### config.mk
export PLATFORM = sky130hd
export DESIGN_NAME = amp_output_fault_diagnostics
export DESIGN_NICKNAME = d
export VERILOG_FILES = /design/src/pkg/diag_pkg.sv /design/src/verilog/amp_output_fault_diagnostics.sv
export VERILOG_INCLUDE_DIRS = /design/src /design/src/pkg
export SDC_FILE = /design/constraint.sdc
export NUM_CORES = 1
export LEC_CHECK = 0
export BUFFER_PORTS_ARGS = -buffer_cell sky130_fd_sc_hd__buf_2
export CAP_MARGIN = 20
export CORE_MARGIN = 2
export CORE_UTILIZATION = 45
export DETAILED_ROUTE_END_ITERATION = 10
export SYNTH_ARGS = -nofsm -noshare
export SYNTH_HDL_FRONTEND = slang
export SYNTH_SLANG_ARGS = --single-unit
### constraint.sdc
create_clock -name pclk -period 3.4 [get_ports pclk]
set_input_delay 0.51 -clock pclk [delete_from_list [all_inputs] [get_ports pclk]]
set_output_delay 0.51 -clock pclk [all_outputs]
set_load 0.01 [all_outputs]
### src/pkg/diag_cfg.svh
// offsets, field positions, reset values and timing counts of the diagnostics block
`ifndef DIAG_CFG_SVH
`define DIAG_CFG_SVH

`define CLK_MHZ 200
`define RECHECK_TIME_US 1000
`define RECHECK_CYC (`RECHECK_TIME_US * `CLK_MHZ)
`define DIAG_CYCLE_TIME_US 100000
`define DIAG_CYCLE_CYC (`DIAG_CYCLE_TIME_US * `CLK_MHZ)
`define AC_PULSES_MIN 2'd3
`define CNT_W 25
`define NUM_CH 4

`define OFS_CTRL_ONE 8'h00
`define OFS_CTRL_TWO 8'h04
`define OFS_RESULT 8'h08
`define OFS_STATUS 8'h0C

`define CTRL_ONE_RST 32'h0000_0000
`define CTRL_TWO_RST 32'h0000_0000
`define C1_STBY_OUT 0
`define C1_DIAG_EN 4
`define C1_OFFSET_EN 5
`define C2_LOW_GAIN 0
`define C2_LINE_DIAG 1
`define C2_AC_EN 2
`define C2_AC_LOW_THR 7

`endif

### src/pkg/diag_pkg.sv
// types shared by the output fault diagnostics block
package diag_pkg;

    // analog comparator flags of one output channel
    typedef struct packed {
        logic gnd_short;
        logic vs_short;
        logic load_short_spk;
        logic load_open_spk;
        logic load_short_line;
        logic load_open_line;
        logic sc_prot;
        logic offset_high;
        logic ac_pk_hi;
        logic ac_pk_lo;
    } ch_sense_type;

    // fault classification of one channel
    typedef struct packed {
        logic gnd;
        logic vs;
        logic across;
        logic open;
    } fault_type;

    // one byte of the result word
    typedef struct packed {
        logic spare;
        logic diag_done;
        logic tweeter_open;
        logic offset_high;
        fault_type fault;
    } result_type;

    typedef enum logic [3:0] {
        CH_ACTIVE = 4'b0001,
        CH_CHECK = 4'b0010,
        CH_DIAG = 4'b0100,
        CH_SHUT = 4'b1000
    } ch_state_type;

    typedef enum logic [2:0] {
        TON_STBY = 3'b001,
        TON_PULSE = 3'b010,
        TON_BIASED = 3'b100
    } ton_state_type;

endpackage : diag_pkg

### src/verilog/amp_output_fault_diagnostics.sv
// output fault diagnostics sequencer for a four-channel amplifier, apb register slave
// Function
// - turn-on test classifies gnd, vs, load, open
// - turn-on result held until next requested pulse, cleared when a permanent diagnostic finds a fault
// - combined write runs pulse first, stage off
// - biased: permanent takes over, keep result
// - capture status at end of 100 ms plateau
// - gnd/vs classification independent of gain
// - line thresholds when low gain and line bit
// - permanent reports shorts and offset, never open
// - diag off: shut faulted channel, recheck 1 ms
// - diag on: protection event triggers diagnostic
// - recheck after 1 ms, then 100 ms cycle
// - after cycle restart mode, next needs read
// - flag offset beyond two volts either polarity
// - offset window from last read or enable
// - offset must persist; protection suspends test
// - ac test enable bit, protection suspends it
// - control two bit 7 selects ac threshold
// - fewer than three pulses means open tweeter
// - multiple faults reported over successive reads
// - supply shorts beat load faults, both reported
// - read restarts cycles, returns previous results
`timescale 1ns/1ps
`default_nettype none
`include "diag_cfg.svh"

module amp_output_fault_diagnostics
    import diag_pkg::*;
#(
    parameter int RECHECK_CYC = `RECHECK_CYC,
    parameter int DIAG_CYCLE_CYC = `DIAG_CYCLE_CYC
)(
    input wire logic pclk,
    input wire logic presetn,
    input wire logic psel,
    input wire logic penable,
    input wire logic pwrite,
    input wire logic [7:0] paddr,
    input wire logic [31:0] pwdata,
    output logic [31:0] prdata,
    output logic pready,
    output logic pslverr,
    input wire ch_sense_type [`NUM_CH-1:0] sense,
    output logic [`NUM_CH-1:0] stage_on,
    output logic stage_hiz,
    output logic test_pulse_on
);

    localparam logic [`CNT_W-1:0] RECHECK_LAST = `CNT_W'(RECHECK_CYC - 1);
    localparam logic [`CNT_W-1:0] DIAG_LAST = `CNT_W'(DIAG_CYCLE_CYC - 1);

    // apb slave
    logic [31:0] ctrl_one_q;
    logic [31:0] ctrl_two_q;
    logic [31:0] prdata_q;
    logic pready_q;
    logic pslverr_q;
    logic [31:0] report_q;

    wire hit_one = (paddr == `OFS_CTRL_ONE);
    wire hit_two = (paddr == `OFS_CTRL_TWO);
    wire hit_res = (paddr == `OFS_RESULT);
    wire hit_sta = (paddr == `OFS_STATUS);
    wire mapped = hit_one | hit_two | hit_res | hit_sta;
    wire done = psel & penable & pready_q;
    wire wr_one = done & pwrite & hit_one;
    wire wr_two = done & pwrite & hit_two;
    wire host_read = done & ~pwrite & hit_res;

    wire stby_out = ctrl_one_q[`C1_STBY_OUT];
    wire diag_en = ctrl_one_q[`C1_DIAG_EN];
    wire offset_en = ctrl_one_q[`C1_OFFSET_EN];
    wire line_mode = ctrl_two_q[`C2_LOW_GAIN] & ctrl_two_q[`C2_LINE_DIAG];
    wire ac_en = ctrl_two_q[`C2_AC_EN];
    wire ac_low_thr = ctrl_two_q[`C2_AC_LOW_THR];

    wire stby_rise = wr_one & ~stby_out & pwdata[`C1_STBY_OUT];
    wire offset_rise = wr_one & ~offset_en & pwdata[`C1_OFFSET_EN];
    wire ac_rise = wr_two & ~ac_en & pwdata[`C2_AC_EN];

    logic [31:0] status_w;
    wire [31:0] rd_mux = hit_one ? ctrl_one_q :
                         hit_two ? ctrl_two_q :
                         hit_res ? report_q :
                         hit_sta ? status_w : 32'h0000_0000;

    always_ff @(posedge pclk or negedge presetn)
    begin
        if (!presetn)
        begin
            pready_q <= 1'b0;
            pslverr_q <= 1'b0;
            prdata_q <= 32'h0000_0000;
            ctrl_one_q <= `CTRL_ONE_RST;
            ctrl_two_q <= `CTRL_TWO_RST;
        end
        else
        begin
            pready_q <= psel & penable & ~pready_q;
            pslverr_q <= psel & penable & ~pready_q & ~mapped;
            if (psel & penable & ~pready_q)
                prdata_q <= pwrite ? 32'h0000_0000 : rd_mux;
            if (wr_one)
                ctrl_one_q <= pwdata;
            if (wr_two)
                ctrl_two_q <= pwdata;
        end
    end

    // two-stage synchronisers for the analog flags
    ch_sense_type [`NUM_CH-1:0] sense_m_q;
    ch_sense_type [`NUM_CH-1:0] sense_s_q;
    ch_sense_type [`NUM_CH-1:0] sense_p_q;

    always_ff @(posedge pclk or negedge presetn)
    begin
        if (!presetn)
        begin
            sense_m_q <= '0;
            sense_s_q <= '0;
            sense_p_q <= '0;
        end
        else
        begin
            sense_m_q <= sense;
            sense_s_q <= sense_m_q;
            sense_p_q <= sense_s_q;
        end
    end

    // classification with double-fault priority
    function automatic fault_type classify(input ch_sense_type s, input logic line,
                                           input logic allow_open);
        fault_type f;
        logic ld_short;
        logic ld_open;
        f = '0;
        ld_short = line ? s.load_short_line : s.load_short_spk;
        ld_open = line ? s.load_open_line : s.load_open_spk;
        if (s.gnd_short | s.vs_short)
        begin
            f.gnd = s.gnd_short;
            f.vs = s.vs_short;
        end
        else if (ld_short)
            f.across = 1'b1;
        else if (ld_open & allow_open)
            f.open = 1'b1;
        return f;
    endfunction : classify

    // turn-on pulse sequencer
    ton_state_type ton_q;
    ton_state_type ton_d;
    logic [`CNT_W-1:0] ton_cnt_q;
    logic ton_armed_q;
    logic hiz_q;
    logic pulse_q;
    wire ton_end = (ton_q == TON_PULSE) && (ton_cnt_q == DIAG_LAST);

    always_comb
    begin
        ton_d = ton_q;
        case (ton_q)
            TON_STBY:
                if (stby_rise)
                    ton_d = (pwdata[`C1_DIAG_EN] & ton_armed_q) ? TON_PULSE : TON_BIASED;
            TON_PULSE:
                if (wr_one & ~pwdata[`C1_STBY_OUT])
                    ton_d = TON_STBY;
                else if (ton_end)
                    ton_d = TON_BIASED;
            TON_BIASED:
                if (wr_one & ~pwdata[`C1_STBY_OUT])
                    ton_d = TON_STBY;
            default:
                ton_d = TON_STBY;
        endcase
    end

    always_ff @(posedge pclk or negedge presetn)
    begin
        if (!presetn)
        begin
            ton_q <= TON_STBY;
            ton_cnt_q <= '0;
            ton_armed_q <= 1'b1;
            hiz_q <= 1'b1;
            pulse_q <= 1'b0;
        end
        else
        begin
            ton_q <= ton_d;
            ton_cnt_q <= (ton_d == TON_PULSE && ton_q == TON_PULSE) ? ton_cnt_q + 1'b1 : '0;
            hiz_q <= (ton_d != TON_BIASED);
            pulse_q <= (ton_d == TON_PULSE);
            if (host_read)
                ton_armed_q <= 1'b1;
            else if (ton_end)
                ton_armed_q <= 1'b0;
        end
    end

    // per-channel permanent, offset and ac diagnostics
    result_type [`NUM_CH-1:0] cur_res;
    logic [`NUM_CH-1:0] on_w;
    logic [`NUM_CH-1:0] diag_busy_w;

    genvar ch;
    generate
        for (ch = 0; ch < `NUM_CH; ch++)
        begin : g_ch
            ch_state_type st_q;
            ch_state_type st_d;
            logic [`CNT_W-1:0] cnt_q;
            fault_type ton_res_q;
            fault_type perm_res_q;
            logic armed_q;
            logic done_q;
            logic off_ok_q;
            logic off_sus_q;
            logic ac_sus_q;
            logic [1:0] ac_cnt_q;

            wire ch_sense_type s = sense_s_q[ch];
            wire sc = s.sc_prot;
            wire biased = (ton_q == TON_BIASED);
            wire tick = (cnt_q == RECHECK_LAST);
            wire diag_end = (st_q == CH_DIAG) && (cnt_q == DIAG_LAST);
            wire fault_type perm_f = classify(s, line_mode, 1'b0);
            wire fault_type ton_f = classify(s, line_mode, 1'b1);
            wire ac_sel = ac_low_thr ? s.ac_pk_lo : s.ac_pk_hi;
            wire ac_prev = ac_low_thr ? sense_p_q[ch].ac_pk_lo : sense_p_q[ch].ac_pk_hi;
            wire ac_edge = ac_sel & ~ac_prev;
            wire off_start = host_read | offset_rise;

            always_comb
            begin
                st_d = st_q;
                case (st_q)
                    CH_ACTIVE:
                        if (biased & sc)
                            st_d = (diag_en & armed_q) ? CH_CHECK : CH_SHUT;
                    CH_CHECK:
                        if (tick)
                            st_d = sc ? CH_DIAG : CH_ACTIVE;
                    CH_DIAG:
                        if (diag_end)
                            st_d = CH_SHUT;
                    CH_SHUT:
                        if (tick & ~sc)
                            st_d = CH_ACTIVE;
                    default:
                        st_d = CH_ACTIVE;
                endcase
                if (!biased)
                    st_d = CH_ACTIVE;
            end

            always_ff @(posedge pclk or negedge presetn)
            begin
                if (!presetn)
                begin
                    st_q <= CH_ACTIVE;
                    cnt_q <= '0;
                    ton_res_q <= '0;
                    perm_res_q <= '0;
                    armed_q <= 1'b1;
                    done_q <= 1'b0;
                end
                else
                begin
                    st_q <= st_d;
                    if (st_d != st_q || st_q == CH_ACTIVE || (tick && st_q == CH_SHUT))
                        cnt_q <= '0;
                    else
                        cnt_q <= cnt_q + 1'b1;
                    if (ton_end)
                        ton_res_q <= ton_f;
                    else if (diag_end && perm_f != '0)
                        ton_res_q <= '0;
                    if (diag_end)
                        perm_res_q <= perm_f;
                    else if (host_read && st_q != CH_SHUT)
                        perm_res_q <= '0;
                    if (host_read)
                        armed_q <= 1'b1;
                    else if (diag_end)
                        armed_q <= 1'b0;
                    if (diag_end | ton_end)
                        done_q <= 1'b1;
                    else if (host_read)
                        done_q <= 1'b0;
                end
            end

            // offset window and ac pulse counting
            always_ff @(posedge pclk or negedge presetn)
            begin
                if (!presetn)
                begin
                    off_ok_q <= 1'b0;
                    off_sus_q <= 1'b0;
                    ac_sus_q <= 1'b0;
                    ac_cnt_q <= 2'd0;
                end
                else
                begin
                    if (off_start)
                        off_ok_q <= 1'b1;
                    else if (!s.offset_high)
                        off_ok_q <= 1'b0;
                    if (off_start)
                        off_sus_q <= 1'b0;
                    else if (sc)
                        off_sus_q <= 1'b1;
                    if (host_read | ac_rise)
                        ac_sus_q <= 1'b0;
                    else if (sc & ac_en)
                        ac_sus_q <= 1'b1;
                    if (host_read | ac_rise)
                        ac_cnt_q <= 2'd0;
                    else if (ac_en & ~ac_sus_q & ac_edge & (ac_cnt_q != `AC_PULSES_MIN))
                        ac_cnt_q <= ac_cnt_q + 2'd1;
                end
            end

            assign cur_res[ch].fault = (perm_res_q != '0) ? perm_res_q : ton_res_q;
            assign cur_res[ch].offset_high = offset_en & off_ok_q & ~off_sus_q;
            assign cur_res[ch].tweeter_open = ac_en & ~ac_sus_q & (ac_cnt_q != `AC_PULSES_MIN);
            assign cur_res[ch].diag_done = done_q;
            assign cur_res[ch].spare = 1'b0;
            // stage follows the next turn-on state, so it never overlaps high impedance
            assign on_w[ch] = (ton_d == TON_BIASED) && (st_d == CH_ACTIVE);
            assign diag_busy_w[ch] = (st_q == CH_CHECK) || (st_q == CH_DIAG);
        end
    endgenerate

    // status: busy channels, off channels, turn-on state
    assign status_w = {20'h0_0000, diag_busy_w, ~on_w, 1'b0, ton_q};

    // results snapshot taken at each read; the read returns the earlier one
    logic [`NUM_CH-1:0] stage_on_q;

    always_ff @(posedge pclk or negedge presetn)
    begin
        if (!presetn)
        begin
            report_q <= 32'h0000_0000;
            stage_on_q <= '0;
        end
        else
        begin
            if (host_read)
                report_q <= cur_res;
            stage_on_q <= on_w;
        end
    end

    assign prdata = prdata_q;
    assign pready = pready_q;
    assign pslverr = pslverr_q;
    assign stage_on = stage_on_q;
    assign stage_hiz = hiz_q;
    assign test_pulse_on = pulse_q;

endmodule : amp_output_fault_diagnostics
`default_nettype wire

# Word level (Yosys, flattened, before mapping)
# Index checks and enable logic that the tools add are counted.
[classes]
n_bitwise = 99
mux = 155
add_sub_neg = 9
reduce_logical = 72
eq_ne = 54
[ops]
columns = ["cell", "count"]
rows = [
  ["4-bit two-way mux", 44],
  ["25-bit by 1-bit adder with 25-bit output (second input constant)", 5],
  ["25-bit equality test (second input constant)", 5],
  ["25-bit two-way mux", 5],
  ["25-bit by 18-bit equality test with 1-bit output (second input constant)", 4],
  ["32-bit two-way mux", 3],
  ["1-bit two-way mux", 67],
  ["4-bit case mux with 4 select lines", 4],
  ["1-bit AND", 62],
  ["2-bit nonzero test", 29],
  ["2-bit two-way mux", 20],
  ["4-bit by 1-bit equality test with 1-bit output (second input constant)", 8],
  ["4-bit nonzero test", 8],
  ["31-bit two-way mux", 1],
  ["3-bit two-way mux", 9],
  ["1-bit NOT", 23],
  ["1-bit logical AND", 22],
  ["4-bit by 2-bit equality test with 1-bit output (second input constant)", 4],
  ["4-bit by 3-bit equality test with 1-bit output (second input constant)", 4],
  ["4-bit equality test (second input constant)", 4],
  ["8-bit by 4-bit equality test with 1-bit output (second input constant)", 2],
  ["4-bit inequality test", 4],
  ["4-bit inequality test (second input constant)", 4],
  ["1-bit OR", 13],
  ["13 further kinds", 35],
]
[totals]
wordCells = 553
reg_bits = 425
output_inout_bits = 40
input_bits = 85

# Longest topological paths before layout
# Gate-level depths: netlist (run 1).
[depth]
depth_word = 16
ltp_mapped = 10
depth_no_buf = 9

# Worst setup path before layout (run 1)
# No wires, ideal clock.
[synth_path]
kind = "input port to flip-flop"
startpoint = "input port paddr[1]"
endpoint = "register ctrl_two_q[10]"
t_required_ps = 3275
stages = 7
path_buffers = 2
slack_ps = 823
setup_ps = 125
arrival_time_ps = 2453
path_cell_list = "or4_1 > or3_1 > nor2_1 > and3_1 > clkbuf_1 > buf_2 > mux2_2"
[synth_via]
elab_chain_cells = 2
[synth_rtl]
columns = ["item", "line", "rtl"]
rows = [
  ["start, declared", "amp_output_fault_diagnostics.sv:39", "input wire logic [7:0] paddr,"],
  ["8-bit by 3-bit equality test with 1-bit output (no source line)", "--", ""],
  ["1-bit AND", "amp_output_fault_diagnostics.sv:68", "wire wr_two = done & pwrite & hit_two;"],
  ["end signal, assigned", "amp_output_fault_diagnostics.sv:96", "ctrl_two_q <= `CTRL_TWO_RST;"],
  ["end signal, assigned", "amp_output_fault_diagnostics.sv:107", "ctrl_two_q <= pwdata;"],
  ["end, declared", "amp_output_fault_diagnostics.sv:55", "logic [31:0] ctrl_two_q;"],
]
# Every way passes these cells.
# A chain may end at the register's enable or synchronous reset.

# Worst setup path in the final report (run 1)
[layout_path]
startpoint = "register g_ch[1].cnt_q[19]"
endpoint = "register g_ch[1].cnt_q[22]"
[layout_via]
elab_chain_cells = 9
word_cells_on_any_way = 15
cone_classes = "1 x add/sub; 3 x eq/ne; 6 x mux; 1 x bitwise; 4 x reduce/logical"
[layout_rtl]
columns = ["item", "line", "rtl"]
rows = [
  ["start, declared", "amp_output_fault_diagnostics.sv:216", "logic [`CNT_W-1:0] cnt_q;"],
  ["start signal, assigned", "amp_output_fault_diagnostics.sv:278", "cnt_q <= cnt_q + 1'b1;"],
  ["25-bit by 18-bit equality test with 1-bit output or 25-bit equality test (tied branches)", "amp_output_fault_diagnostics.sv:229, amp_output_fault_diagnostics.sv:230", ""],
  ["1-bit AND or 1-bit logical AND (tied branches)", "amp_output_fault_diagnostics.sv:252, amp_output_fault_diagnostics.sv:230", ""],
  ["4-bit two-way mux, on equally long branches", "amp_output_fault_diagnostics.sv:252, amp_output_fault_diagnostics.sv:249", ""],
  ["4-bit case mux with 4 select lines", "amp_output_fault_diagnostics.sv:241", "case (st_q)"],
  ["4-bit two-way mux", "amp_output_fault_diagnostics.sv:257", "if (!biased)"],
  ["4-bit inequality test", "amp_output_fault_diagnostics.sv:275", "if (st_d != st_q || st_q == CH_ACTIVE || (tick && st_q == CH_SHUT))"],
  ["1-bit logical OR (2 in a row)", "amp_output_fault_diagnostics.sv:275", ""],
  ["25-bit two-way mux *", "amp_output_fault_diagnostics.sv:275", ""],
]
# Mark *: on every way between the ends. The rest lies on a longest branch, timed or not.

==> flow_metrics.env, run 1 <==
export IMPL_critical_path_cell_chain="nor4b_1, nand3_1, nor3_1, nor3_1, or4b_1, nor3_1"
export IMPL_netlist_instances=1791
export IMPL_combinationalPowerShare_pct=2.8
export IMPL_detailroute_via_count=13611
export IMPL_yosysTopAreaCell="sky130_fd_sc_hd__dfrtp_1"
export IMPL_slew_headroom_pct=30.6
export IMPL_finalWorstPathRequiredPeriod_ns=2.91
export IMPL_detail_route_wl_per_cell_um=17.7
export IMPL_stdcell_count=2481
export IMPL_arrival_ns=3.37
export IMPL_layout_drive_gt1_share_pct=16.0
export IMPL_total_leakage_power_uw=0.00939
export IMPL_fmax_mhz=344
export IMPL_setup_worst_path_end_class="flip-flop"
export IMPL_die_height_um=206
export IMPL_floorplan_rows=73
export IMPL_numClockSinks=421
export IMPL_ioPinCount=125
export IMPL_unrepaired_setup_endpoints_after_global_routing="false"
export IMPL_post_synth_instance_area_um2=18400
export IMPL_io_buffer_count=124
export IMPL_initial_cell_density_of_the_core_pct=45.9
export IMPL_synth_top_flop_cell="sky130_fd_sc_hd__dfrtp_1"
export IMPL_post_dp_hpwl_mm=30.9
export IMPL_final_setup_viol_count=0
export IMPL_timing_worst_setup_path_type="flip-flop to flip-flop"
export IMPL_yosysUniqueCellTypes=71
export IMPL_detail_route_antenna_nets=0
export IMPL_clockPowerShare_pct=48.0
export IMPL_grt_util_all_layers_pct=21.2
export IMPL_dpl_cells=2396
export IMPL_route_detailed_vias_per_inst=5.49
export IMPL_worst_setup_skew_after_layout_ns=0.0206
export IMPL_tritoncts_clock_tree="done"
export IMPL_cellPowerDensity_nw_per_um2=489
export IMPL_crit_path_max_fanout=25
export IMPL_mappedNetlistNets=1885
export IMPL_place_area_um2=19700
export IMPL_timing_critical_path_mode_cell="sky130_fd_sc_hd__nor3_1"
export IMPL_synth_area_per_cell_um2=10.3
export IMPL_tritoncts_num_buffers=45
export IMPL_antenna_cells_inserted=0
export IMPL_synth_enable_flop_cells=0
export IMPL_detail_route_iter0_violations=980
export IMPL_yosys_register_bits=421
export IMPL_dr_drc_count=0
export IMPL_p_sw_uw=2270
export IMPL_max_cap_violations=0
export IMPL_cts_root_buffer_cell="sky130_fd_sc_hd__clkbuf_16"
export IMPL_timing_hold_worst_class="input pin to flip-flop"
export IMPL_area_growth_syn_to_layout_pct=15.5
export IMPL_finalCritPeriodShare_pct=85.5
export IMPL_synthArstFlopShare_pct=100
export IMPL_drt_wl_total_mm=44.0
export IMPL_synth_area_leaders="sky130_fd_sc_hd__dfrtp_1 56%, sky130_fd_sc_hd__nand2_1 5.2%, sky130_fd_sc_hd__nor2_1 4.4%"
export IMPL_finalMaxSlewViolations=0
export IMPL_path_buf_inv=0
export IMPL_cts_repair_resized=0
export IMPL_final_critical_path_setup_slack_ns=0.492
export IMPL_pin_count_of_the_biggest_net_entering_global_routing=86
export IMPL_synth_yosys_warnings=0
export IMPL_yosys_area_top_type_share_pct=55.9
export IMPL_die_area_um2=42400
export IMPL_intPower_uw=8100
export IMPL_routabilityCongestion=0.854
export IMPL_pwr_share_seq_pct=49.2
export IMPL_yosys_top_cells_count="410 x sky130_fd_sc_hd__dfrtp_1, 252 x sky130_fd_sc_hd__nand2_1, 217 x sky130_fd_sc_hd__nor2_1"
export IMPL_global_route_overflow_total=0
export IMPL_path_clk_slew_ns=0.06
export IMPL_cp_slowest_stage_delay_ns=0.92
export IMPL_fin_nets=2013
export IMPL_critical_path_startpoint_type="flip-flop"
export IMPL_first_global_vias=13103
export IMPL_finalHoldViolCount=0
export IMPL_run_status="complete, no violations"
export IMPL_non_filler_cell_area_final_um2=21200
export IMPL_drt_first_pass_iters=7
export IMPL_worst_slew_pin_transition_ns=1.03
export IMPL_crit_path_top_delay_cell="sky130_fd_sc_hd__or4b_1"
export IMPL_grt_first_pass_wirelength_mm=70.9
export IMPL_yosys_cell_count_top_type="sky130_fd_sc_hd__dfrtp_1"
export IMPL_antenna_violations_before_repair=0
export IMPL_fp_coreArea_um2=40000
export IMPL_cpLargestDelayFamily="simple AND/OR/NAND/NOR gates"
export IMPL_synth_seq_area_share_pct=57.5
export IMPL_fillers=3543
export IMPL_required_ns=3.86
export IMPL_worst_ir_drop_vdd_mv=0.424
export IMPL_switching_share_pct=21.9
export IMPL_dieWidth_um=206
export IMPL_clock_tree_htree_level_count=2
export IMPL_setup_total_negative_slack_ns=0
export IMPL_ctsLongestPathBuffers=3
export IMPL_detailedPlace_worstSlack_ns=0.510
export IMPL_clkLatencyLatePin_ns=0.58
-- final timing paths --
| check | endpoint | start | depth (start not counted) | slack [ns] |
|---|---|---|---|---|
| min in group asynchronous | g_ch[3].cnt_q[19] | presetn | 2 | 0.53 |
| min | sense_m_q[0] | sense[0] | 1 | 0.04 |
| max | g_ch[1].cnt_q[22] | g_ch[1].cnt_q[19] | 6 | 0.49 |
| min reg2reg | g_ch[0].s[4] | sense_m_q[4] | 0 | 0.34 |
| max in group asynchronous | stage_hiz | presetn | 3 | 1.94 |
| max reg2reg | g_ch[1].cnt_q[22] | g_ch[1].cnt_q[19] | 6 | 0.49 |
-- state kept, by name, indices dropped and copies added, names as in the netlist, 3 cells and up --
signal / cells
ctrl_one_q: 32
ctrl_two_q: 32
g_ch.ac_cnt_q: 8
g_ch.ac_sus_q: 4
g_ch.armed_q: 4
g_ch.cnt_q: 100
g_ch.done_q: 4
g_ch.off_ok_q: 4
g_ch.off_sus_q: 4
g_ch.perm_res_q: 12
g_ch.s: 36
g_ch.sc: 4
g_ch.st_q: 16
g_ch.ton_res_q: 16
prdata: 32
report_q: 28
sense_m_q: 40
sense_p_q: 8
stage_on: 4
ton_cnt_q: 25
ton_q: 3
-- kinds of logic after synthesis --
logic type               after synthesis  synth area share [%]
XOR/XNOR                             125                  5.96
AND/OR/NAND/NOR                      801                  21.3
AO/OA/AOI/OAI                        251                  8.70
adder cells (fa/ha/maj)                9                 0.613
multiplexers                          54                  3.19
flip-flops                           421                  57.5
buffers and inverters                130                  2.80
-- routing by layer --
| layer | up-vias | share of wire (%) | global-route usage (%) |
|---|---|---|---|
| met3 | 64 | 6.3 | 3.89 |
| li1 | 6471 | - | - |
| met4 | 0 | 2.0 | 5.48 |
| met5 | - | 0 | 0 |
| met2 | 409 | 43 | 31.2 |
| met1 | 6667 | 49 | 32.3 |
-- power by group through the flow --
stage	Clock, uW	Combinational (uW)	Sequential, uW
floorplan	0	79.7	5180
global placement	0	295	5200
detailed placement	0	297	5200
CTS	5100	299	5110
global route	5310	331	5110
finish	4970	291	5110
-- metrics by stage --
stage                     utilization, %  power [uW]  hold WS (ns)
after floorplan                        -        5260         0.214
after global routing                53.0       10700        0.0197
after global placement              49.2        5490         0.332
after detailed placement            49.2        5490         0.335
final                               53.0       10400        0.0427
after CTS                           53.0       10500        0.0135
-- repair_timing --
item                      CTS  global route
hold buffers                1             0
setup buffers               0             0
hold endpoints to repair   65             0
-- placed cells by master (no fill, tap or decap), types with 13 or more instances in the layout --
cell type                   netlist  layout
sky130_fd_sc_hd__mux2_2          36      36
sky130_fd_sc_hd__nand3_1         74      74
sky130_fd_sc_hd__mux2i_1         18      18
sky130_fd_sc_hd__buf_4            0      30
sky130_fd_sc_hd__inv_1           50      50
sky130_fd_sc_hd__dfrtp_1        410     410
sky130_fd_sc_hd__a211oi_1        15      15
sky130_fd_sc_hd__and4_1          13      13
sky130_fd_sc_hd__a21o_1          13      13
sky130_fd_sc_hd__nand2_1        252     251
sky130_fd_sc_hd__and3_1          21      21
sky130_fd_sc_hd__nor4bb_1        14      14
sky130_fd_sc_hd__xnor2_1         46      46
sky130_fd_sc_hd__nor3_1          62      60
sky130_fd_sc_hd__nor2_1         217     217
sky130_fd_sc_hd__nand4_1         38      38
sky130_fd_sc_hd__clkbuf_16        0      46
sky130_fd_sc_hd__buf_2            9     123
sky130_fd_sc_hd__a221oi_1        17      17
sky130_fd_sc_hd__nor4_1          17      17
sky130_fd_sc_hd__a21oi_1         62      62
sky130_fd_sc_hd__xor2_1          79      79
sky130_fd_sc_hd__o21ai_0         76      76
sky130_fd_sc_hd__a22o_1          13      13
-- cell type report --
| class | count | area [um2] | area share (%) |
|---|---|---|---|
| multi-input combinational | 1240 | 7310 | 34.5 |
| clock buffer | 65 | 1310 | 6.19 |
| sequential | 421 | 10500 | 49.7 |
| tap | 525 | 657 | 3.10 |
| timing repair buffer | 160 | 966 | 4.56 |
| inverter | 51 | 191 | 0.903 |
| clock inverter | 19 | 215 | 1.01 |
-- worst register-to-register path, stage by stage, from the launching register on --
cell and delay [ns]:
sky130_fd_sc_hd__dfrtp_1 0.41, sky130_fd_sc_hd__nor4b_1 0.41, sky130_fd_sc_hd__nand3_1 0.29, sky130_fd_sc_hd__nor3_1 0.34, sky130_fd_sc_hd__nor3_1 0.08, sky130_fd_sc_hd__or4b_1 0.92
sky130_fd_sc_hd__nor3_1 0.35
Note: power is estimated with default switching activity, not from simulation.
==> run 2, diff against run 1 <==
--- a/config.mk
+++ b/config.mk
@@ -6,10 +6,11 @@
 export SDC_FILE = /design/constraint.sdc
 export NUM_CORES = 1
 export LEC_CHECK = 0
+export ABC_AREA = 1
 export BUFFER_PORTS_ARGS = -buffer_cell sky130_fd_sc_hd__buf_2
 export CAP_MARGIN = 20
 export CORE_MARGIN = 2
-export CORE_UTILIZATION = 45
+export CORE_UTILIZATION = 39
 export DETAILED_ROUTE_END_ITERATION = 10
 export SYNTH_ARGS = -nofsm -noshare
 export SYNTH_HDL_FRONTEND = slang
==> flow_metrics.env, run 2 <==
export IMPL_timing_hold_worst_class="input pin to flip-flop"
export IMPL_synth_top_flop_cell="sky130_fd_sc_hd__dfrtp_1"
export IMPL_run_status="complete, no violations"
export IMPL_number_of_flip_flops_under_the_largest_register_name=100
export IMPL_routabilityCongestion=0.870
export IMPL_slew_headroom_pct=41.0
export IMPL_tritoncts_clock_tree="done"
export IMPL_register_with_the_highest_flop_count="g_ch.cnt_q"
export IMPL_die_area_um2=51400
export IMPL_compound_cell_area_share_of_the_yosys_netlist_pct=6.68
export IMPL_ctsLongestPathBuffers=3
export IMPL_mappedNetlistNets=2288
export IMPL_hold_depth=1
export IMPL_clkLatencyLatePin_ns=0.59
export IMPL_die_height_um=227
export IMPL_post_dp_hpwl_mm=34.4
export IMPL_antenna_violations_before_repair=1
export IMPL_detail_route_wl_per_cell_um=16.0
export IMPL_worst_r2r_path_depth=10
export IMPL_switching_share_pct=21.6
export IMPL_grt_util_all_layers_pct=19.3
export IMPL_min_to="sense_m_q[35]"
export IMPL_required_ns=3.88
export IMPL_route_detailed_vias_per_inst=5.01
export IMPL_detail_route_antenna_nets=0
export IMPL_dominant_combinational_cell_family_by_area_after_synthesis="simple AND/OR/NAND/NOR gates"
export IMPL_worst_setup_skew_after_layout_ns=0.0258
export IMPL_cts_repair_resized=0
export IMPL_synth_fa_ha_area_share_pct=0.583
export IMPL_fp_coreArea_um2=49000
export IMPL_cellPowerDensity_nw_per_um2=478
export IMPL_tritoncts_num_buffers=46
export IMPL_clock_tree_htree_level_count=2
export IMPL_first_global_vias=15228
export IMPL_fmax_mhz=388
export IMPL_grt_first_pass_wirelength_mm=79.4
export IMPL_holdBufCountCts=10
export IMPL_drt_first_pass_iters=5
export IMPL_critical_path_startpoint_type="flip-flop"
export IMPL_synthArstFlopShare_pct=100
export IMPL_crit_path_max_fanout=25
export IMPL_final_common_cell="sky130_fd_sc_hd__nand2_1"
export IMPL_timing_hold_worst_start="sense[35]"
export IMPL_initial_cell_density_of_the_core_pct=39.5
export IMPL_path_clk_slew_ns=0.06
export IMPL_timing_worst_setup_path_type="flip-flop to flip-flop"
export IMPL_netlist_instances=2194
export IMPL_unrepaired_setup_endpoints_after_global_routing="false"
export IMPL_finalWorstPathRequiredPeriod_ns=2.57
export IMPL_finalHoldViolCount=0
export IMPL_synth_simple_gate_area_share_pct=26.9
export IMPL_synth_area_per_cell_um2=8.81
export IMPL_ioPinCount=125
export IMPL_ff2ff_setup_slack_ns=0.83
export IMPL_intPower_uw=8420
export IMPL_worst_ir_drop_vdd_mv=0.334
export IMPL_synth_seq_area_share_pct=54.6
export IMPL_detailroute_via_count=15206
export IMPL_synth_enable_flop_cells=0
export IMPL_setup_worst_path_end_class="flip-flop"
export IMPL_area_growth_syn_to_layout_pct=16.2
export IMPL_max_cap_violations=0
export IMPL_combinationalPowerShare_pct=2.3
export IMPL_detail_route_iter0_violations=1245
export IMPL_floorplan_rows=81
export IMPL_yosys_register_bits=421
export IMPL_io_buffer_count=124
export IMPL_reg2reg_from="ton_q[0]"
export IMPL_pin_count_of_the_biggest_net_entering_global_routing=127
export IMPL_worst_slew_pin_transition_ns=0.882
export IMPL_global_route_overflow_total=0
export IMPL_clockPowerShare_pct=50.1
export IMPL_post_synth_instance_area_um2=19300
export IMPL_dr_drc_count=0
export IMPL_layout_drive_gt1_share_pct=14.3
export IMPL_drt_wl_total_mm=48.5
export IMPL_total_leakage_power_uw=0.0106
export IMPL_setup_total_negative_slack_ns=0
export IMPL_pwr_share_seq_pct=47.5
export IMPL_arrival_ns=3.05
export IMPL_yosys_cell_count_top_type="sky130_fd_sc_hd__nand2_1"
export IMPL_finalCritPeriodShare_pct=75.7
export IMPL_synth_yosys_warnings=0
export IMPL_yosysTopAreaCell="sky130_fd_sc_hd__dfrtp_1"
export IMPL_dieWidth_um=227
export IMPL_yosys_area_top_type_share_pct=53.1
export IMPL_fin_nets=2430
export IMPL_regToRegEndpoint="g_ch[1].cnt_q[3]"
export IMPL_numClockSinks=421
export IMPL_cts_setup_buffers=0
export IMPL_hold_slack_ns=0.0273
export IMPL_top_library_cells_by_usage_in_the_layout_fill_and_taps_aside="528 x sky130_fd_sc_hd__nand2_1, 410 x sky130_fd_sc_hd__dfrtp_1, 246 x sky130_fd_sc_hd__inv_1"
export IMPL_critPathLaunch="ton_q[0]"
export IMPL_synth_area_leaders="sky130_fd_sc_hd__dfrtp_1 53%, sky130_fd_sc_hd__nand2_1 10%, sky130_fd_sc_hd__inv_1 4.8%"
export IMPL_synth_area_mux_share_pct=0.337
export IMPL_finalMaxSlewViolations=0
export IMPL_synth_xor_area_share_pct=4.26
export IMPL_p_sw_uw=2320
export IMPL_cts_root_buffer_cell="sky130_fd_sc_hd__clkbuf_16"
export IMPL_yosys_top_cells_count="530 x sky130_fd_sc_hd__nand2_1, 410 x sky130_fd_sc_hd__dfrtp_1, 246 x sky130_fd_sc_hd__inv_1"
export IMPL_yosysUniqueCellTypes=50
export IMPL_final_setup_viol_count=0
[run 2: through the flow]
step	setup slack [ns]	cell area [um2]	instances	total power (uW)	utilization (%)
floorplan	1.48	19300	2194	5240	-
CTS	0.792	22400	3036	10900	45.9
global placement	0.846	20700	2942	5450	42.3
finish	0.825	22500	3037	10700	45.9
global route	0.568	22400	3036	11100	45.9
detailed placement	0.755	20700	2942	5450	42.3
[run 2: power groups by stage]
stage / sequential [uW] / clock (uW) / combinational (uW)
after floorplan: 5180 / 0 / 52.5
after global placement: 5200 / 0 / 248
after detailed placement: 5200 / 0 / 250
after CTS: 5110 / 5500 / 260
after global routing: 5110 / 5690 / 289
final: 5110 / 5380 / 252
[run 2: routing by layer]
metal | vias to the layer above | wire (um) | global-route usage [%]
met3 | 74 | 2320 | 2.82
li1 | 7425 | - | -
met4 | 0 | 1200 | 6.35
met5 | - | 0 | 0
met2 | 385 | 21900 | 30.6
met1 | 7322 | 23100 | 27.3
[run 2: cells by family (layout without fill, tap and decap cells)]
logic type                 Yosys count  after routing
AOI/OAI and AO/OA                  229            229
and+or+nand+nor                   1117           1117
adders and majority gates            9              9
xor gates and xnor gates            94             94
DFF                                421            421
buffers and inverters              318            496
muxes                                6              6
other                                0              1
[run 2: how the worst max path moves through the flow]
| stage | to | slack (ns) |
|---|---|---|
| 6_report | g_ch[1].cnt_q[3] | 0.83 |
| 5_1_grt | g_ch[1].cnt_q[3] | 0.57 |
| 4_1_cts | g_ch[2].cnt_q[2] | 0.79 |
| 3_5_place_dp | ton_cnt_q[4] | 0.75 |
| 3_3_place_gp | ton_cnt_q[4] | 0.85 |
| 2_1_floorplan | g_ch[2].cnt_q[14] | 1.48 |
[run 2: worst max-delay path, cell delays in order, from the launching register on]
cell	delay, ns
sky130_fd_sc_hd__dfstp_2	0.56
sky130_fd_sc_hd__nor2_1	0.05
sky130_fd_sc_hd__nand2_1	0.35
sky130_fd_sc_hd__inv_2	0.28
sky130_fd_sc_hd__nand2_1	0.19
sky130_fd_sc_hd__nor2_1	0.07
sky130_fd_sc_hd__nand2_1	0.12
sky130_fd_sc_hd__nand2_1	0.07
sky130_fd_sc_hd__nand2_1	0.10
sky130_fd_sc_hd__nand3b_4	0.35
sky130_fd_sc_hd__nor3_1	0.29
[run 2: cell type report]
cell class / count / area (um2)
fillers: 4687 / 26500
flip-flops and latches: 421 / 10500
multi-input cells: 1455 / 7510
clock buffers: 61 / 1320
inverters: 258 / 968
repair buffers: 154 / 931
well taps: 664 / 831
clock inverters: 23 / 337
diodes: 1 / 2.50
==> run 3, diff against run 2 <==
--- a/config.mk
+++ b/config.mk
@@ -6,7 +6,7 @@
 export SDC_FILE = /design/constraint.sdc
 export NUM_CORES = 1
 export LEC_CHECK = 0
-export ABC_AREA = 1
+export ABC_AREA = 0
 export BUFFER_PORTS_ARGS = -buffer_cell sky130_fd_sc_hd__buf_2
 export CAP_MARGIN = 20
 export CORE_MARGIN = 2
==> constraint.sdc (replaced) <==
create_clock -name pclk -period 2.5 [get_ports pclk]
set_input_delay 0.375 -clock pclk [delete_from_list [all_inputs] [get_ports pclk]]
set_output_delay 0.375 -clock pclk [all_outputs]
set_load 0.01 [all_outputs]
==> flow_metrics.env, run 3 (same netlist as run 1, synthesis figures left out) <==
export IMPL_non_filler_cell_area_final_um2=22900
export IMPL_tritoncts_clock_tree="done"
export IMPL_route_detailed_vias_per_inst=5.24
export IMPL_finalCritPeriodShare_pct=101
export IMPL_die_height_um=221
export IMPL_final_critical_path_setup_slack_ns=-0.0226
export IMPL_grt_first_pass_wirelength_mm=76.4
export IMPL_drt_first_pass_iters=7
export IMPL_crit_path_top_delay_cell="sky130_fd_sc_hd__or4_4"
export IMPL_pin_count_of_the_biggest_net_entering_global_routing=99
export IMPL_post_dp_hpwl_mm=32.4
export IMPL_max_cap_violations=0
export IMPL_total_leakage_power_uw=0.0102
export IMPL_first_global_vias=14174
export IMPL_critical_path_startpoint_type="flip-flop"
export IMPL_fin_nets=2151
export IMPL_detailedPlace_worstSlack_ns=-0.0631
export IMPL_path_buf_inv=2
export IMPL_detail_route_antenna_nets=0
export IMPL_routabilityCongestion=0.858
export IMPL_fmax_mhz=396
export IMPL_final_common_cell="sky130_fd_sc_hd__dfrtp_1"
export IMPL_ctsLongestPathBuffers=3
export IMPL_tritoncts_num_buffers=48
export IMPL_unrepaired_setup_endpoints_after_global_routing="true"
export IMPL_met1_usage_pct=28.3
export IMPL_final_setup_viol_count=6
export IMPL_antenna_violations_before_repair=0
export IMPL_grt_util_all_layers_pct=19.3
export IMPL_path_clk_slew_ns=0.06
export IMPL_setup_worst_path_end_class="flip-flop"
export IMPL_place_area_um2=20400
export IMPL_layout_drive_gt1_share_pct=20.0
export IMPL_clkLatencyLatePin_ns=0.59
export IMPL_worst_slew_pin_transition_ns=0.673
export IMPL_cts_root_buffer_cell="sky130_fd_sc_hd__clkbuf_16"
export IMPL_detail_route_wl_per_cell_um=17.3
export IMPL_finalWorstPathRequiredPeriod_ns=2.52
export IMPL_run_status="complete, but fails checks"
export IMPL_floorplan_rows=79
export IMPL_dr_drc_count=0
export IMPL_required_ns=2.95
export IMPL_worst_setup_skew_after_layout_ns=0.0290
export IMPL_ioPinCount=125
export IMPL_top_usage_layer="met2"
export IMPL_global_route_overflow_total=0
export IMPL_global_route_usage_met2_pct=29.2
export IMPL_cellPowerDensity_nw_per_um2=648
export IMPL_timing_hold_worst_class="input pin to flip-flop"
export IMPL_timing_critical_path_mode_cell="sky130_fd_sc_hd__or4_4"
export IMPL_setup_total_negative_slack_ns=-0.0945
export IMPL_worst_ir_drop_vdd_mv=0.473
export IMPL_numClockSinks=421
export IMPL_arrival_ns=2.98
export IMPL_top_library_cells_by_usage_in_the_layout_fill_and_taps_aside="410 x sky130_fd_sc_hd__dfrtp_1, 251 x sky130_fd_sc_hd__nand2_1, 204 x sky130_fd_sc_hd__nor2_1"
export IMPL_critical_path_cell_chain="or4_4, or4_4, or3_4, a21oi_2, nand4b_4, buf_12, buf_16, nor2_2"
export IMPL_clock_tree_htree_level_count=2
export IMPL_crit_path_max_fanout=6
export IMPL_drt_wl_total_mm=46.8
export IMPL_dpl_cells=2546
export IMPL_cpLargestDelayFamily="simple AND/OR/NAND/NOR gates"
export IMPL_cp_slowest_stage_delay_ns=0.53
export IMPL_finalHoldViolCount=0
export IMPL_io_buffer_count=124
export IMPL_area_growth_syn_to_layout_pct=24.8
export IMPL_finalMaxSlewViolations=0
export IMPL_violations="negative setup slack"
export IMPL_die_area_um2=48800
export IMPL_register_with_the_highest_flop_count="g_ch.cnt_q"
export IMPL_dieWidth_um=221
export IMPL_met3_usage_pct=3.23
export IMPL_hold_slack_ns=0.0293
export IMPL_slew_headroom_pct=54.7
export IMPL_number_of_flip_flops_under_the_largest_register_name=100
export IMPL_antenna_cells_inserted=0
export IMPL_initial_cell_density_of_the_core_pct=39.4
export IMPL_fp_coreArea_um2=46600
export IMPL_detailroute_via_count=14172
export IMPL_stdcell_count=2703
export IMPL_timing_worst_setup_path_type="flip-flop to flip-flop"
export IMPL_detail_route_iter0_violations=1083
## run 3: cell count changes in the layout (fill, tap and decap cells not counted), sizes merged, moves of 20 or more
cell / change
o211ai: -26
buf: +91
and3: +20
inv: -206
o21ai: -41
nand4: -22
nand3: -63
nor3: -84
nand2: -285
xnor2: +21
mux2: +32
dlygate4sd3: +50
## run 3: layout make-up
type / instances / area, um2
fill: 4194 / 23600
sequential: 421 / 10500
multi-input combinational: 1240 / 7460
timing repair buffer: 295 / 2270
clock buffer: 70 / 1400
tap: 607 / 759
clock inverter: 19 / 292
inverter: 51 / 191
## run 3: metal layers
layer	wire, um	vias to the layer above
met1	22600	6986
li1	-	6740
met5	0	-
met2	20600	373
met3	2420	73
met4	1120	0
## run 3: tightest hold or removal path: cells and delay by family
kind | cells | cell delay, ns
AND/OR/NAND/NOR | 2 | 0.10
buffers and inverters | 1 | 0.11
## run 3: what timing repair did
action,CTS,global route
pin swaps,3,11
endpoints found under the hold margin,94,0
endpoints found under the setup margin,27,87
gates resized for setup,5,46
buffers inserted,2,6
hold buffers,60,0
gates cloned,2,0
## run 3: worst paths after layout
| path | from | to | slack [ns] | depth (start not counted) |
|---|---|---|---|---|
| hold reg to reg | sense_m_q[16] | g_ch[1].s[6] | 0.35 | 0 |
| setup / recovery | g_ch[2].cnt_q[14] | g_ch[2].cnt_q[20] | -0.02 | 8 |
| min in group asynchronous | presetn | sense_p_q[0] | 0.29 | 2 |
| max in group asynchronous | presetn | g_ch[2].s[7] | 1.34 | 3 |
| setup reg to reg | g_ch[2].cnt_q[14] | g_ch[2].cnt_q[20] | -0.02 | 8 |
| hold / removal | pwdata[12] | ctrl_one_q[12] | 0.03 | 3 |
## run 3: report_power, final
part           internal (uW)  leakage, uW  switching [uW]  total, uW
registers               6900      0.00546            46.3       6950
clock network           4600     0.000816            2830       7430
logic                    181      0.00390             290        472
## run 3: through the flow
stage | utilization (%) | power, uW
after floorplan | - | 7160
after global placement | 43.8 | 7470
after detailed placement | 43.8 | 7480
after CTS | 48.9 | 15100
after global routing | 49.2 | 15400
final | 49.2 | 14800
